[src/design/lsfr_defs.vh]
// Constants for the limit switch fault reaction block
// Summary of operation
// - On limit switch pass, set status warning bit 7, then run stored reaction.
// - Code -1 (reset value): no stop, record the limit switch position.
// - Code -2: no stop, discard the limit switch position.
// - Code 0: disable driver at once, motor coasts, go switch-on-disabled.
// - Code 1 slow-down ramp, code 2 quick-stop ramp, then switch-on-disabled.
// - Codes 5 and 6 brake, enter quick-stop-active, stay energized, may re-enable.
// - Reaction code is signed 16-bit read/write, reset FFFF, application save category.
// - Non-volatile memory size read-only 32-bit, zero when none fitted.
// - One reserved 32-bit read/write hardware configuration word, no effect.
`ifndef LSFR_DEFS_VH
`define LSFR_DEFS_VH

// =====================================================================
// Dictionary addressing
`define LSFR_IDX_REACTION 16'h3701
`define LSFR_IDX_HW_INFO 16'h4012
`define LSFR_IDX_HW_CFG 16'h4013
`define LSFR_SUB_COUNT 8'h00
`define LSFR_SUB_FIRST 8'h01

// =====================================================================
// Reset and fixed values
`define LSFR_REACTION_RST 16'hffff
`define LSFR_ENTRY_COUNT 8'h01
`define LSFR_HW_CFG_RST 32'h0000_0000
`define LSFR_ZERO32 32'h0000_0000
`define LSFR_ZERO16 16'h0000
`define LSFR_WARN_BIT 7

// =====================================================================
// Reaction codes
`define LSFR_CODE_DISCARD 16'hfffe
`define LSFR_CODE_NONE 16'hffff
`define LSFR_CODE_COAST 16'h0000
`define LSFR_CODE_SLOW_DIS 16'h0001
`define LSFR_CODE_QUICK_DIS 16'h0002
`define LSFR_CODE_SLOW_QSA 16'h0005
`define LSFR_CODE_QUICK_QSA 16'h0006

// =====================================================================
// Ramp and drive-state encodings
`define LSFR_RAMP_NONE 2'h0
`define LSFR_RAMP_SLOW 2'h1
`define LSFR_RAMP_QUICK 2'h2
`define LSFR_DS_RUN 2'h0
`define LSFR_DS_DISABLED 2'h1
`define LSFR_DS_QSA 2'h2

`endif

[src/design/lsfr_decode.v]
// Reaction code decoder for the limit switch fault reaction block
`timescale 1ns/100ps
`include "lsfr_defs.vh"

module lsfr_decode
(
    input wire [15:0] code,
    output reg record_pos,
    output reg power_off,
    output reg [1:0] ramp_sel,
    output reg [1:0] end_state
);
    always @*
    begin
        record_pos = 1'b0;
        power_off = 1'b0;
        ramp_sel = `LSFR_RAMP_NONE;
        end_state = `LSFR_DS_RUN;
        case (code)
            `LSFR_CODE_DISCARD:
            begin
                record_pos = 1'b0;
            end
            `LSFR_CODE_COAST:
            begin
                power_off = 1'b1;
                end_state = `LSFR_DS_DISABLED;
            end
            `LSFR_CODE_SLOW_DIS:
            begin
                ramp_sel = `LSFR_RAMP_SLOW;
                end_state = `LSFR_DS_DISABLED;
            end
            `LSFR_CODE_QUICK_DIS:
            begin
                ramp_sel = `LSFR_RAMP_QUICK;
                end_state = `LSFR_DS_DISABLED;
            end
            `LSFR_CODE_SLOW_QSA:
            begin
                ramp_sel = `LSFR_RAMP_SLOW;
                end_state = `LSFR_DS_QSA;
            end
            `LSFR_CODE_QUICK_QSA:
            begin
                ramp_sel = `LSFR_RAMP_QUICK;
                end_state = `LSFR_DS_QSA;
            end
            default:
            begin
                // Code -1 and every unlisted code
                record_pos = 1'b1;
            end
        endcase
    end
endmodule // lsfr_decode

[src/design/lsfr_top.v]
// Limit switch fault reaction: dictionary entries and reaction sequencer
`timescale 1ns/100ps
`include "lsfr_defs.vh"

module lsfr_top
(
    input wire clk_sys,
    input wire reset_n,
    // Dictionary access from the fieldbus side
    input wire dict_wr,
    input wire dict_rd,
    input wire [15:0] dict_index,
    input wire [7:0] dict_subindex,
    input wire [31:0] dict_wdata,
    output reg [31:0] dict_rdata_q,
    output reg dict_ack_q,
    output reg dict_err_q,
    // Drive side
    input wire limit_hit,
    input wire [31:0] axis_position,
    input wire [31:0] nvm_size,
    input wire ramp_done,
    input wire reenable_req,
    output reg status_warning_q,
    output reg power_off_q,
    output reg [1:0] ramp_sel_q,
    output reg [1:0] drive_state_q,
    output reg limit_pos_valid_q,
    output reg [31:0] limit_pos_q
);
    // =====================================================================
    // Sequencer states
    localparam [2:0] ST_IDLE = 3'b001;
    localparam [2:0] ST_BRAKE = 3'b010;
    localparam [2:0] ST_HOLD = 3'b100;

    reg [15:0] reaction_q;
    reg [31:0] hw_cfg_q;
    reg [2:0] state_q;
    reg [1:0] end_state_q;
    wire dec_record;
    wire dec_power_off;
    wire [1:0] dec_ramp;
    wire [1:0] dec_end;
    wire hit_reaction;
    wire hit_info;
    wire hit_cfg;
    wire sub_count;
    wire sub_first;

    // =====================================================================
    // Reaction decode
    lsfr_decode u_decode
    (
        .code(reaction_q),
        .record_pos(dec_record),
        .power_off(dec_power_off),
        .ramp_sel(dec_ramp),
        .end_state(dec_end)
    );

    // =====================================================================
    // Dictionary access
    assign hit_reaction = (dict_index == `LSFR_IDX_REACTION);
    assign hit_info = (dict_index == `LSFR_IDX_HW_INFO);
    assign hit_cfg = (dict_index == `LSFR_IDX_HW_CFG);
    assign sub_count = (dict_subindex == `LSFR_SUB_COUNT);
    assign sub_first = (dict_subindex == `LSFR_SUB_FIRST);

    always @(posedge clk_sys)
    begin
        if (!reset_n)
        begin
            reaction_q <= `LSFR_REACTION_RST;
            hw_cfg_q <= `LSFR_HW_CFG_RST;
            dict_rdata_q <= `LSFR_ZERO32;
            dict_ack_q <= 1'b0;
            dict_err_q <= 1'b0;
        end
        else
        begin
            dict_ack_q <= dict_wr | dict_rd;
            dict_err_q <= 1'b0;
            dict_rdata_q <= `LSFR_ZERO32;
            if (dict_wr)
            begin
                // Only the reaction code and the configuration word are writable; counts and the memory size are read-only
                if (hit_reaction && sub_count)
                    reaction_q <= dict_wdata[15:0];
                else if (hit_cfg && sub_first)
                    hw_cfg_q <= dict_wdata;
                else
                    dict_err_q <= 1'b1;
            end
            else if (dict_rd)
            begin
                if (hit_reaction && sub_count)
                    dict_rdata_q <= {{16{reaction_q[15]}}, reaction_q};
                else if ((hit_info || hit_cfg) && sub_count)
                    dict_rdata_q <= {24'h00_0000, `LSFR_ENTRY_COUNT};
                else if (hit_info && sub_first)
                    dict_rdata_q <= nvm_size;
                else if (hit_cfg && sub_first)
                    dict_rdata_q <= hw_cfg_q;
                else
                    dict_err_q <= 1'b1;
            end
        end
    end

    // =====================================================================
    // Reaction sequencer
    // The code is sampled at the hit, so a later rewrite cannot change a reaction in progress
    always @(posedge clk_sys)
    begin
        if (!reset_n)
        begin
            state_q <= ST_IDLE;
            end_state_q <= `LSFR_DS_RUN;
            status_warning_q <= 1'b0;
            power_off_q <= 1'b0;
            ramp_sel_q <= `LSFR_RAMP_NONE;
            drive_state_q <= `LSFR_DS_RUN;
            limit_pos_valid_q <= 1'b0;
            limit_pos_q <= `LSFR_ZERO32;
        end
        else
        begin
            case (state_q)
                ST_IDLE:
                begin
                    if (limit_hit)
                    begin
                        status_warning_q <= 1'b1;
                        limit_pos_valid_q <= dec_record;
                        limit_pos_q <= dec_record ? axis_position : `LSFR_ZERO32;
                        if (dec_power_off)
                        begin
                            power_off_q <= 1'b1;
                            drive_state_q <= `LSFR_DS_DISABLED;
                            state_q <= ST_HOLD;
                        end
                        else if (dec_ramp != `LSFR_RAMP_NONE)
                        begin
                            ramp_sel_q <= dec_ramp;
                            end_state_q <= dec_end;
                            state_q <= ST_BRAKE;
                        end
                    end
                end
                ST_BRAKE:
                begin
                    if (ramp_done)
                    begin
                        ramp_sel_q <= `LSFR_RAMP_NONE;
                        drive_state_q <= end_state_q;
                        // Disabled end cuts power; quick-stop-active keeps the motor energized
                        power_off_q <= (end_state_q == `LSFR_DS_DISABLED);
                        state_q <= ST_HOLD;
                    end
                end
                ST_HOLD:
                begin
                    // Leaving the fault state is a master decision; it also clears the warning
                    if (reenable_req)
                    begin
                        power_off_q <= 1'b0;
                        drive_state_q <= `LSFR_DS_RUN;
                        status_warning_q <= 1'b0;
                        state_q <= ST_IDLE;
                    end
                end
                default:
                begin
                    state_q <= ST_IDLE;
                end
            endcase
        end
    end
endmodule // lsfr_top

[config.mk]
export PLATFORM = sky130hd
export DESIGN_NAME = lsfr_top
export DESIGN_NICKNAME = d
export VERILOG_FILES = /design/src/design/lsfr_decode.v /design/src/design/lsfr_top.v
export VERILOG_INCLUDE_DIRS = /design/src /design/src/design
export SDC_FILE = /design/constraint.sdc
export NUM_CORES = 1
export LEC_CHECK = 0
export BUFFER_PORTS_ARGS = -buffer_cell sky130_fd_sc_hd__buf_2
export CAP_MARGIN = 0
export CORE_ASPECT_RATIO = 1.25
export CORE_MARGIN = 3
export CORE_UTILIZATION = 35
export CTS_CLUSTER_SIZE = 12
export DETAILED_ROUTE_END_ITERATION = 16
export GPL_ROUTABILITY_DRIVEN = 0
export PLACE_DENSITY = 0.69
export SETUP_SLACK_MARGIN = 0.4
export SYNTH_ARGS = -nofsm -noshare
export SYNTH_HDL_FRONTEND = slang
export SYNTH_SLANG_ARGS = --single-unit
export TNS_END_PERCENT = 5
[constraint.sdc]
create_clock -name clk_sys -period 1.7 [get_ports clk_sys]
set_input_delay 0.17 -clock clk_sys [delete_from_list [all_inputs] [get_ports clk_sys]]
set_output_delay 0.17 -clock clk_sys [all_outputs]
set_load 0.03 [all_outputs]
== Word-level counts from Yosys, hierarchy flattened ==
Cells that the tools add are included.
W data, S select, Z words.
Storage, ports and cells
  output and inout bits: 73
  register bits: 126
  input port bits: 127
Operators by class
  bitwise logic cells: 5
  reduce and logical (&&, ||, !) cells: 25
  mux-type cells: 39
  equality and inequality tests: 20
Operator list (count)
  $mux W32: 5
  $eq A16 B15 Y1 const B: 2
  $eq A16 B3 Y1 const B: 2
  $eq A16 B1 Y1 const B: 1
  $eq A16 B14 Y1 const B: 1
  $eq A16 B16 Y1 const B: 1
  $eq A16 B2 Y1 const B: 1
  $logic_not A16 Y1: 1
  $mux W2: 8
  $mux W3: 5
  $mux W1: 14
  $ne A2 B2 Y1 const B: 6
  $pmux W2 S2: 3
  $reduce_and A5 Y1: 2
  $pmux W3 S3: 1
  $eq A8 B1 Y1 const B: 1
  $logic_not A8 Y1: 1
  $reduce_and A4 Y1: 2
  $pmux W2 S3: 1
  $reduce_and A3 Y1: 2
  $reduce_bool A2 Y1: 3
  $reduce_or A2 Y1: 3
  $reduce_or A3 Y1: 2
  $reduce_or A6 Y1: 1
  13 further kinds: 20

== Longest topological paths before layout ==
Gate-level depths: netlist of the first run.
  depth in word-level cells: 8
  mapped depth: 7
  mapped depth without buffers: 4

== Modules after synthesis ==
From an unflattened synthesis of the first run, not the netlist that was laid out.
Second synthesis, totals
  cells, all modules: 645
  area, all modules: 5728.0 µm²
By module, submodules not included
  lsfr_top: times used 1, sequential area each 2522.4 µm², area an instance 5564.1 µm², cells each 623
  lsfr_decode: times used 1, sequential area each 0.0 µm², area an instance 163.9 µm², cells each 22

== Worst setup path after synthesis of the first run ==
No wires, ideal clock.
  path kind: reg2reg
  from: register state_q[2]
  to: register power_off_q
  data arrival time: 1487 ps
  cell stages (with the launch flop): 6
  slack: 97 ps
  library setup time: 116 ps
  data required time: 1584 ps
  path through: dfxtp_1 buf_2 nor4b_1 nor3_1 mux2_2 o211a_1
On the way
  longest elaborated chain between the ends: 3
  elaborated cells between the ends (all ways): 10
  classes of those cells: eq/ne (7); mux (1); reduce/logical (2)
RTL lines
  from (decl): RTL line lsfr_top.v:39  | reg [2:0] state_q;
  from (signal assigned): RTL line lsfr_top.v:118  | state_q <= ST_IDLE;
  from (signal assigned): RTL line lsfr_top.v:141  | state_q <= ST_HOLD;
  from (signal assigned): RTL line lsfr_top.v:147  | state_q <= ST_BRAKE;
  $eq A3 B1 Y1 (tied with other cells): RTL line lsfr_top.v:129  | case (state_q)
  $ne A2 B2 Y1 (no source line) or $reduce_bool A3 Y1 (tied branches)
  $reduce_and A5 Y1 (no source line)
  to (signal assigned): RTL line lsfr_top.v:158  | power_off_q <= (end_state_q == `LSFR_DS_DISABLED);
  to (decl): RTL line lsfr_top.v:25  | output reg power_off_q,
Parallel ways exist; a longest one is shown, timed or not.
A chain may end at the register's enable or synchronous reset.

== Worst setup path in the final report of the first run ==
  from: register reaction_q[0]
  to: register limit_pos_q[31]
On the way
  longest elaborated chain between the ends: 3
  elaborated cells between the ends (all ways): 8
  classes of those cells: eq/ne (5); mux (1); reduce/logical (2)
RTL lines
  from (decl): RTL line lsfr_top.v:37  | reg [15:0] reaction_q;
  from (signal assigned): RTL line lsfr_top.v:74  | reaction_q <= `LSFR_REACTION_RST;
  from (signal assigned): RTL line lsfr_top.v:89  | reaction_q <= dict_wdata[15:0];
  $eq A16 B16 Y1 (tied with other cells): RTL line lsfr_decode.v:19  | case (code)
  $reduce_or A6 Y1 (no source line) *
  $mux W32 (no source line) *
  to (signal assigned): RTL line lsfr_top.v:125  | limit_pos_q <= `LSFR_ZERO32;
  to (signal assigned): RTL line lsfr_top.v:136  | limit_pos_q <= dec_record ? axis_position : `LSFR_ZERO32;
  to (decl): RTL line lsfr_top.v:29  | output reg [31:0] limit_pos_q
Mark *: on every way between the ends. The rest lies on a longest branch, timed or not.

==> results of run 1 <==
path summary, 6_finish.rpt:
kind / from / slack [ps] / cells past startpoint / endpoint
setup reg to reg: reaction_q[0] / 80 / 5 / limit_pos_q[31]
hold reg to reg: limit_pos_valid_q / 440 / 1 / limit_pos_valid_q
hold / removal: dict_wdata[19] / 10 / 3 / hw_cfg_q[19]
setup / recovery: reaction_q[0] / 80 / 5 / limit_pos_q[31]
per-stage QoR:
stage          instance area [sq um]  power [mW]  hold slack (ps)
3_3_place_gp                    6490        3.63              392
5_1_grt                         7700        7.27             3.65
2_1_floorplan                   5300        3.36              286
3_5_place_dp                    6490        3.64              399
6_report                        7700        7.02             14.2
4_1_cts                         7630        7.06            0.561
what timing repair did:
action	in CTS	in global routing
pin swaps	1	5
gates resized for setup	8	7
setup buffers	0	1
hold buffers	57	3
hold endpoints to repair	57	3
endpoints found under the setup margin	73	95
layout by cell type, fill, tap and decap left out, types with 22 or more instances in the layout:
cell type | netlist | routed
a221o_1 | 29 | 29
a22o_1 | 32 | 32
buf_2 | 7 | 199
buf_4 | 4 | 22
dfxtp_1 | 126 | 115
dlygate4sd3_1 | 0 | 60
mux2i_1 | 38 | 38
nand2_1 | 75 | 75
nand3_1 | 24 | 24
o21ai_0 | 23 | 23
sequential cells by signal (all words and copies together) (netlist names):
| register | flops |
|---|---|
| end_state_q | 2 |
| limit_pos_q | 32 |
| hw_cfg_q | 32 |
| reaction_q | 16 |
| limit_pos_valid_q | 1 |
| ramp_sel_q | 2 |
| drive_state_q | 2 |
| dict_rdata_q | 32 |
| status_warning_q | 1 |
| dict_err_q | 1 |
| dict_ack_q | 1 |
| state_q | 3 |
| power_off_q | 1 |
logic make-up (layout without fill, tap and decap cells):
kind of cell           count (synthesis)  count (layout)  synth area share
XOR/XNOR                               1               1           0.00168
AND/OR/NAND/NOR                      186             186             0.210
flip-flops                           126             126             0.483
AO/OA/AOI/OAI                        105             105             0.166
other                                  0               2                 0
buffers and inverters                 52             323            0.0649
multiplexers                          39              39            0.0750
worst max-delay path, delay by kind of cell, from the launching register on:
family                 cells  cell delay, ps
buffers and inverters      1             180
AO/OA/AOI/OAI              2             340
flip-flops                 1             370
AND/OR/NAND/NOR            2             590
per-layer routing:
| layer | global-route usage | up-vias | part of all wire |
|---|---|---|---|
| met1 | 0.214 | 2438 | 0.38 |
| met4 | 0.0989 | 6 | 0.045 |
| met2 | 0.335 | 200 | 0.51 |
| met3 | 0.0557 | 59 | 0.056 |
| met5 | 0 | - | 0.0018 |
| li1 | - | 2431 | - |
power by group through the flow:
stage | Combinational [mW] | Sequential, mW | Clock [mW]
2_1_floorplan | 0.161 | 3.20 | 0
3_3_place_gp | 0.537 | 3.10 | 0
3_5_place_dp | 0.549 | 3.10 | 0
4_1_cts | 0.654 | 3.03 | 3.37
5_1_grt | 0.715 | 3.04 | 3.52
6_report | 0.669 | 3.03 | 3.31
final cells by class:
class	instances	area, sq um
fillers	1262	6830
flip-flops and latches	126	2540
multi-input cells	331	2470
repair buffers	288	1900
clock buffers	18	429
well taps	178	223
clock inverters	13	119
inverters	4	15.0
diodes	2	5.00
==> results.py, run 1 <==
metrics = {
    "die": {
        "die_w_microns": 115,
        "die_area_sq_um": 16400,
        "core-area_sq_um": 14500,
        "initial_utilization": 0.360,
        "die_y_microns": 143,
        "std_cell_rows": 49,
        "io_pins": 200,
    },
    "synth": {
        "synth.distinct_cells": 57,
        "yosysWarningCount": 0,
        "synth.largest_area_cell": "dfxtp_1",
        "synth.most_common_cell": "dfxtp_1",
        "yosysTopAreaCellShare": 0.483,
        "netlist_area_sq_um": 5230,
        "synth_nets": 636,
        "ys_top_cells_by_count": "126 x dfxtp_1, 75 x nand2_1, 38 x mux2i_1, 32 x a22o_1, 29 x a221o_1",
        "synth_seq_area_share": 0.483,
        "netlist_instances": 509,
        "synth_seq_cells": 126,
        "synth_edf_count": 0,
        "avgSynthCellArea_sq_um": 10.3,
        "ys_async_sr_fraction": 0,
        "synth_ff_type": "dfxtp_1",
        "synthTopCellsByArea": "dfxtp_1 48%, mux2i_1 7.3%, a221o_1 5.6%, nand2_1 5.4%, a22o_1 5.4%",
    },
    "sta": {
        "setup_viol": 0,
        "finClkSkew_ps": 7.95,
        "slew_violations": 0,
        "timing.fmax_mhz": 616,
        "rsz0062_at_grt": "yes",
        "fin_tns_setup_ps": 0,
        "tightest_slew_ps": 364,
        "postLayoutSetupSlackWorst_ps": 77.1,
        "period_minus_slack_ps": 1620,
        "fin_crit_sh": 0.955,
        "final_hold_viol_count": 0,
        "maxSlewHeadroom": 0.754,
    },
    "pwr": {
        "clkPwrFrac": 0.472,
        "swShare": 0.240,
        "powerDensity_nw_per_um2": 911,
        "vdd_drop_max_v": 0.000589,
        "cellLeakagePower_nw": 3.35,
        "pwr-share-seq": 0.432,
        "internal-power_mw": 5.33,
        "comb_power_share": 0.095,
        "switchingPower_mw": 1.69,
    },
    "clocking": {
        "clk_pin_slew_ps": 60,
        "clock_latency_ps": 400,
        "clock-sinks": 126,
        "cts_root_buf": "clkbuf_16",
        "htree_levels": 4,
        "cts_buffer_depth": 2,
        "cts_tree": "yes",
        "cts_buffers": 17,
    },
    "critical_path": {
        "start_kind": "flop",
        "required_ps": 1990,
        "path_cells": "nand4b_1, nor4_4, a2111oi_4, buf_12, a22o_1",
        "slowest_delay_ps": 370,
        "cp.arrival_ps": 1910,
        "crit_fanout": 33,
        "cpMaxStageDelayCell": "dfxtp_4",
        "setup.worst_path.class": "reg2reg",
        "cp-end-kind": "flop",
    },
    "routing": {
        "wire_per_inst_microns": 17.1,
        "vias": 5134,
        "routed_wl_microns": 16400,
        "routed_via_density": 5.35,
        "ant_nets": 0,
        "initialDrtViolationCount": 350,
        "drt_first_pass_iters": 4,
        "drc": 0,
    },
    "placement": {
        "port_buffers": 199,
        "post-dp-hpwl_microns": 11000,
        "dp.cells": 866,
        "place_worst_setup_slack_ps": -44.5,
    },
    "grt": {
        "grt_usage": 0.193,
        "overflow": 0,
        "grt_pass1_vias": 5243,
        "grt_max_degree": 92,
        "antenna_found_initial": 3,
        "grt_pass1_wl_microns": 25500,
    },
    "layout": {
        "drive_above_1_share": 0.394,
        "stdcell_count": 960,
        "nets": 895,
        "finalCoreUtilization": 0.530,
        "syn2layout_area_growth_pct": 47.4,
    },
    "hold_path": {
        "hp-class": "in2reg",
    },
    "job": {
        "max_cap_viol_count": 0,
    },
    "status": {
        "status": "completed",
    },
}
No activity file was read; power rests on OpenSTA's default activity.
==> run 2, diff against run 1 <==
--- a/config.mk
+++ b/config.mk
@@ -14,8 +14,8 @@
 export CTS_CLUSTER_SIZE = 12
 export DETAILED_ROUTE_END_ITERATION = 16
 export GPL_ROUTABILITY_DRIVEN = 0
-export PLACE_DENSITY = 0.69
 export SETUP_SLACK_MARGIN = 0.4
+export SKIP_CTS_REPAIR_TIMING = 1
 export SYNTH_ARGS = -nofsm -noshare
 export SYNTH_HDL_FRONTEND = slang
 export SYNTH_SLANG_ARGS = --single-unit
==> constraint.sdc (replaced) <==
create_clock -name clk_sys -period 1.4 [get_ports clk_sys]
set_input_delay 0.14 -clock clk_sys [delete_from_list [all_inputs] [get_ports clk_sys]]
set_output_delay 0.14 -clock clk_sys [all_outputs]
set_load 0.03 [all_outputs]
==> run 2 against run 1 <==
Effect of this change: the flow now finishes with violations (negative hold slack, negative setup slack); utilization is 8.3 points higher; sequential power is 22% higher; first-iteration DRC count is 11% lower; non-clock buffer count is 49 higher; clock power is 35% higher; sequential share of layout area is 3.9 points lower; critical path type unchanged; largest power group unchanged.
==> results.py, run 2 (synthesized netlist as in run 1, its figures left out) <==
metrics = {
    "grt": {
        "grt_pass1_wl_microns": 23800,
        "grt_max_degree": 92,
        "grt_pass1_vias": 4833,
        "antenna_found_initial": 2,
        "grt_usage": 0.180,
        "overflow": 0,
    },
    "die": {
        "die_area_sq_um": 16400,
        "std_cell_rows": 49,
        "initial_utilization": 0.360,
        "die_w_microns": 115,
        "core-area_sq_um": 14500,
        "die_y_microns": 143,
        "io_pins": 200,
    },
    "routing": {
        "routed_wl_microns": 17700,
        "wire_per_inst_microns": 17.5,
        "vias": 5236,
        "drc": 0,
        "ant_nets": 0,
        "routed_via_density": 5.18,
        "drt_first_pass_iters": 7,
        "initialDrtViolationCount": 312,
    },
    "sta": {
        "tightest_slew_ps": 379,
        "period_minus_slack_ps": 1660,
        "setup_viol": 43,
        "maxSlewHeadroom": 0.747,
        "final_hold_viol_count": 3,
        "hold-worst-slack_ps": -8.05,
        "timing.fmax_mhz": 602,
        "fin_crit_sh": 1.19,
        "finClkSkew_ps": 9.96,
        "slew_violations": 0,
        "postLayoutSetupSlackWorst_ps": -261,
        "rsz0062_at_grt": "yes",
    },
    "critical_path": {
        "reg2reg_from": "reaction_q[11]",
        "required_ps": 1680,
        "cp-startpoint": "reaction_q[11]",
        "crit_fanout": 33,
        "start_kind": "flop",
        "cp-end-kind": "flop",
        "setup.worst_path.class": "reg2reg",
        "cp.arrival_ps": 1940,
    },
    "placement": {
        "place_area_sq_um": 6690,
        "port_buffers": 199,
        "post-dp-hpwl_microns": 11000,
    },
    "status": {
        "status": "finished, violations left",
        "violations": "negative hold slack, negative setup slack",
    },
    "clocking": {
        "clock-sinks": 126,
        "clock_latency_ps": 400,
        "clk_pin_slew_ps": 60,
        "cts_tree": "yes",
        "cts_buffer_depth": 2,
        "cts_root_buf": "clkbuf_16",
        "htree_levels": 4,
        "cts_buffers": 17,
    },
    "layout": {
        "drive_above_1_share": 0.477,
        "largestRegisters": "dict_rdata_q: 32 flops, hw_cfg_q: 32 flops, limit_pos_q: 32 flops",
        "finalCoreUtilization": 0.613,
        "final_common_cell": "buf_2",
        "final.fill_count": 1173,
        "final_area_sq_um": 8910,
        "syn2layout_area_growth_pct": 70.5,
        "layout_common_cells": "120 x buf_2, 86 x buf_6, 81 x dfxtp_1",
        "nets": 944,
    },
    "job": {
        "max_cap_viol_count": 0,
    },
    "pwr": {
        "vdd_drop_max_v": 0.000741,
        "powerDensity_nw_per_um2": 1030,
        "cellLeakagePower_nw": 3.71,
    },
    "hold_path": {
        "worstHoldStart": "dict_wdata[22]",
        "hp-class": "in2reg",
    },
}
## run 2: cell count changes in the layout (fill, tap and decap cells not counted), moves of 16 or more
cell	previous run	this run
dfxtp_2	10	42
o21ai_0	23	6
buf_6	0	86
buf_2	199	120
dfxtp_1	115	81
buf_4	22	45
dlygate4sd3_1	60	76
## run 2: worst paths after layout
path | to | slack, ps | cells after the start
setup / recovery | limit_pos_q[1] | -260 | 7
hold / removal | hw_cfg_q[22] | -8 | 3
setup reg to reg | limit_pos_q[1] | -260 | 7
hold reg to reg | hw_cfg_q[4] | 460 | 2
## run 2: metal layers
| metal | track usage | vias up | share of wire |
|---|---|---|---|
| met5 | 0 | - | 0.00040 |
| met4 | 0.0791 | 2 | 0.033 |
| met3 | 0.0374 | 49 | 0.046 |
| met2 | 0.306 | 172 | 0.51 |
| met1 | 0.218 | 2476 | 0.41 |
| li1 | - | 2537 | - |
## run 2: area by class of cell
class                   instances  area (sq um)  area share
diodes                          3          7.51    0.000843
clock buffers                  19           443      0.0497
clock inverters                13           165      0.0185
inverters                       4          15.0     0.00169
multi-input cells             331          2600       0.292
flip-flops and latches        126          2590       0.290
well taps                     178           223      0.0250
repair buffers                337          2870       0.322
## run 2: per-stage QoR
step	power [mW]	worst slack [ps]	instances	hold slack (ps)	setup TNS, ps
after global placement	4.42	-296	895	361	-25390
after detailed placement	4.43	-349	895	367	-29300
after floorplan	4.08	-127	509	256	-9180
after global routing	9.45	-362	1009	3.40	-12180
final	9.15	-261	1011	-8.05	-8350
after CTS	8.92	-266	927	-57.0	-8740
## run 2: worst max-delay path: stages (launching register included)
cell and delay (ps):
dfxtp_2 350, buf_6 100, nand4_1 110, nor4_2 320
buf_4 170, a2111oi_4 50, buf_12 180, a22o_1 260
## run 2: power breakdown
group / switching [mW] / internal, mW / total, mW
Sequential: 0.0512 / 3.65 / 3.70
Clock: 1.63 / 2.85 / 4.48
Combinational: 0.453 / 0.522 / 0.975
Total: 2.13 / 7.02 / 9.15
==> run 3, diff against run 2 <==
==> constraint.sdc (replaced) <==
create_clock -name clk_sys -period 1.4 [get_ports clk_sys]
set_input_delay 0.14 -clock clk_sys [delete_from_list [all_inputs] [get_ports clk_sys]]
set_output_delay 0.14 -clock clk_sys [all_outputs]
set_load 0.01 [all_outputs]
==> run 3 against run 2 <==
Effect of this change: combinational power down 18%; fmax up 1.5%; die area unchanged; critical path depth unchanged; count of clock-buffer cells in the layout unchanged; final cell count about the same; global-route usage unchanged; non-clock buffer count unchanged; sequential share of layout area up 0.95 points; the flow still finishes with violations (negative hold slack, negative setup slack); first-iteration DRC count up 19%; sequential power about the same.
==> results.py, run 3 (synthesized netlist as in run 1, its figures left out) <==
metrics = {
    "pwr": {
        "cellLeakagePower_nw": 3.65,
        "powerDensity_nw_per_um2": 1050,
        "vdd_drop_max_v": 0.000716,
    },
    "clocking": {
        "htree_levels": 4,
        "cts_tree": "yes",
        "cts_buffers": 17,
        "cts_root_buf": "clkbuf_16",
        "clock-sinks": 126,
        "cts_buffer_depth": 2,
        "clock_latency_ps": 400,
        "clk_pin_slew_ps": 60,
    },
    "sta": {
        "hold-worst-slack_ps": -8.36,
        "tightest_slew_ps": 374,
        "maxSlewHeadroom": 0.751,
        "timing.fmax_mhz": 611,
        "period_minus_slack_ps": 1640,
        "setup_viol": 43,
        "finClkSkew_ps": 9.96,
        "fin_tns_setup_ps": -8300,
        "slew_violations": 0,
        "final_hold_viol_count": 3,
        "fin_crit_sh": 1.17,
        "postLayoutSetupSlackWorst_ps": -237,
        "rsz0062_at_grt": "yes",
    },
    "critical_path": {
        "ff2ff_path_depth": 7,
        "start_kind": "flop",
        "crit_buf_inv": 3,
        "path_cells": "buf_6, nand4_1, nor4_2, buf_4, a2111oi_4, buf_12, a22o_1",
        "cpMaxStageDelayCell": "dfxtp_2",
        "cp-startpoint": "reaction_q[11]",
        "critPathTopFamily": "buffers and inverters",
        "required_ps": 1690,
        "crit_end": "limit_pos_q[31]",
        "cp-end-kind": "flop",
        "cp.arrival_ps": 1930,
        "crit_fanout": 33,
        "reg2reg_slack_ps": -240,
        "reg2reg_from": "reaction_q[11]",
        "worstReg2RegEnd": "limit_pos_q[31]",
        "setup.worst_path.class": "reg2reg",
        "crit_cells": 7,
        "slowest_delay_ps": 350,
    },
    "die": {
        "initial_utilization": 0.360,
        "core-area_sq_um": 14500,
        "die_area_sq_um": 16400,
        "io_pins": 200,
        "die_y_microns": 143,
        "die_w_microns": 115,
        "std_cell_rows": 49,
    },
    "routing": {
        "top_layer_used": "met5",
        "drc": 0,
        "routed_via_density": 5.16,
        "routed_wl_microns": 16900,
        "wire_per_inst_microns": 16.7,
        "drt_first_pass_iters": 7,
        "ant_nets": 0,
        "vias": 5211,
        "wl_met1_microns": 7060,
        "wl_met3_microns": 727,
        "initialDrtViolationCount": 372,
        "dr_wl_met2_microns": 8740,
    },
    "placement": {
        "port_buffers": 199,
        "post-dp-hpwl_microns": 11000,
        "dp.cells": 895,
    },
    "layout": {
        "stdcell_count": 1010,
        "nets": 944,
        "final.fill_count": 1240,
        "layout_common_cells": "174 x buf_2, 101 x dfxtp_1, 76 x dlygate4sd3_1",
        "final_common_cell": "buf_2",
        "largestRegisters": "dict_rdata_q: 32 flops, hw_cfg_q: 32 flops, limit_pos_q: 32 flops",
        "syn2layout_area_growth_pct": 63.5,
        "drive_above_1_share": 0.453,
    },
    "status": {
        "violations": "negative hold slack, negative setup slack",
        "status": "finished, violations left",
    },
    "grt": {
        "grt_max_degree": 92,
        "grt_pass1_wl_microns": 23800,
        "grt_pass1_vias": 4833,
        "overflow": 0,
        "grt_usage": 0.180,
        "antenna_found_initial": 2,
    },
    "job": {
        "max_cap_viol_count": 0,
    },
    "hold_path": {
        "hp-class": "in2reg",
    },
}
[run 3: cell types whose count changed in the layout (fill, tap and decap cells not counted)]
cell / before / now
diode_2: 3 / 2
dfxtp_2: 42 / 22
buf_2: 120 / 174
buf_6: 86 / 32
dfxtp_1: 81 / 101
[run 3: area by class of cell]
class / count / area, sq um / area share
repair buffers: 337 / 2530 / 0.296
diodes: 2 / 5.00 / 0.000586
inverters: 4 / 15.0 / 0.00176
flip-flops and latches: 126 / 2560 / 0.300
clock buffers: 19 / 443 / 0.0519
multi-input cells: 331 / 2600 / 0.304
well taps: 178 / 223 / 0.0261
clock inverters: 13 / 165 / 0.0193
[run 3: worst reg2reg max path, delay by kind of cell, from the launching register on]
family	cells	cell delay [ps]
simple gates	2	430
compound gates	2	310
buf+inv	3	450
flops	1	350
[run 3: worst min path at each step]
stage	from	end	slack (ps)	depth (start not counted)
floorplan	dict_rd	dict_ack_q	260	2
global placement	axis_position[1]	limit_pos_q[1]	360	2
detailed placement	axis_position[1]	limit_pos_q[1]	370	2
CTS	axis_position[1]	limit_pos_q[1]	-60	2
global route	dict_wdata[25]	hw_cfg_q[25]	1	3
finish	dict_wdata[22]	hw_cfg_q[22]	-8	3
[run 3: where the power goes]
part | switching (mW) | leakage [nW] | total [mW] | internal, mW
Clock | 1.63 | 0.274 | 4.48 | 2.85
Sequential | 0.0362 | 1.03 | 3.68 | 3.65
Combinational | 0.347 | 2.35 | 0.804 | 0.457
Total | 2.01 | 3.65 | 8.96 | 6.95
[run 3: metrics by stage]
step	instance area (sq um)	total power, mW	hold slack, ps	util	setup WS (ps)
global placement	6690	4.33	361	0.460	-296
CTS	7300	8.83	-57.0	0.502	-266
global route	8540	9.28	1.47	0.588	-334
floorplan	5270	3.98	256	-	-127
detailed placement	6690	4.34	367	0.460	-349
finish	8540	8.96	-8.36	0.588	-237
[run 3: routing by layer]
metal,track usage,vias to the layer above
met5,0,-
met4,0.0791,2
met3,0.0374,31
met2,0.306,164
met1,0.218,2481
li1,-,2533
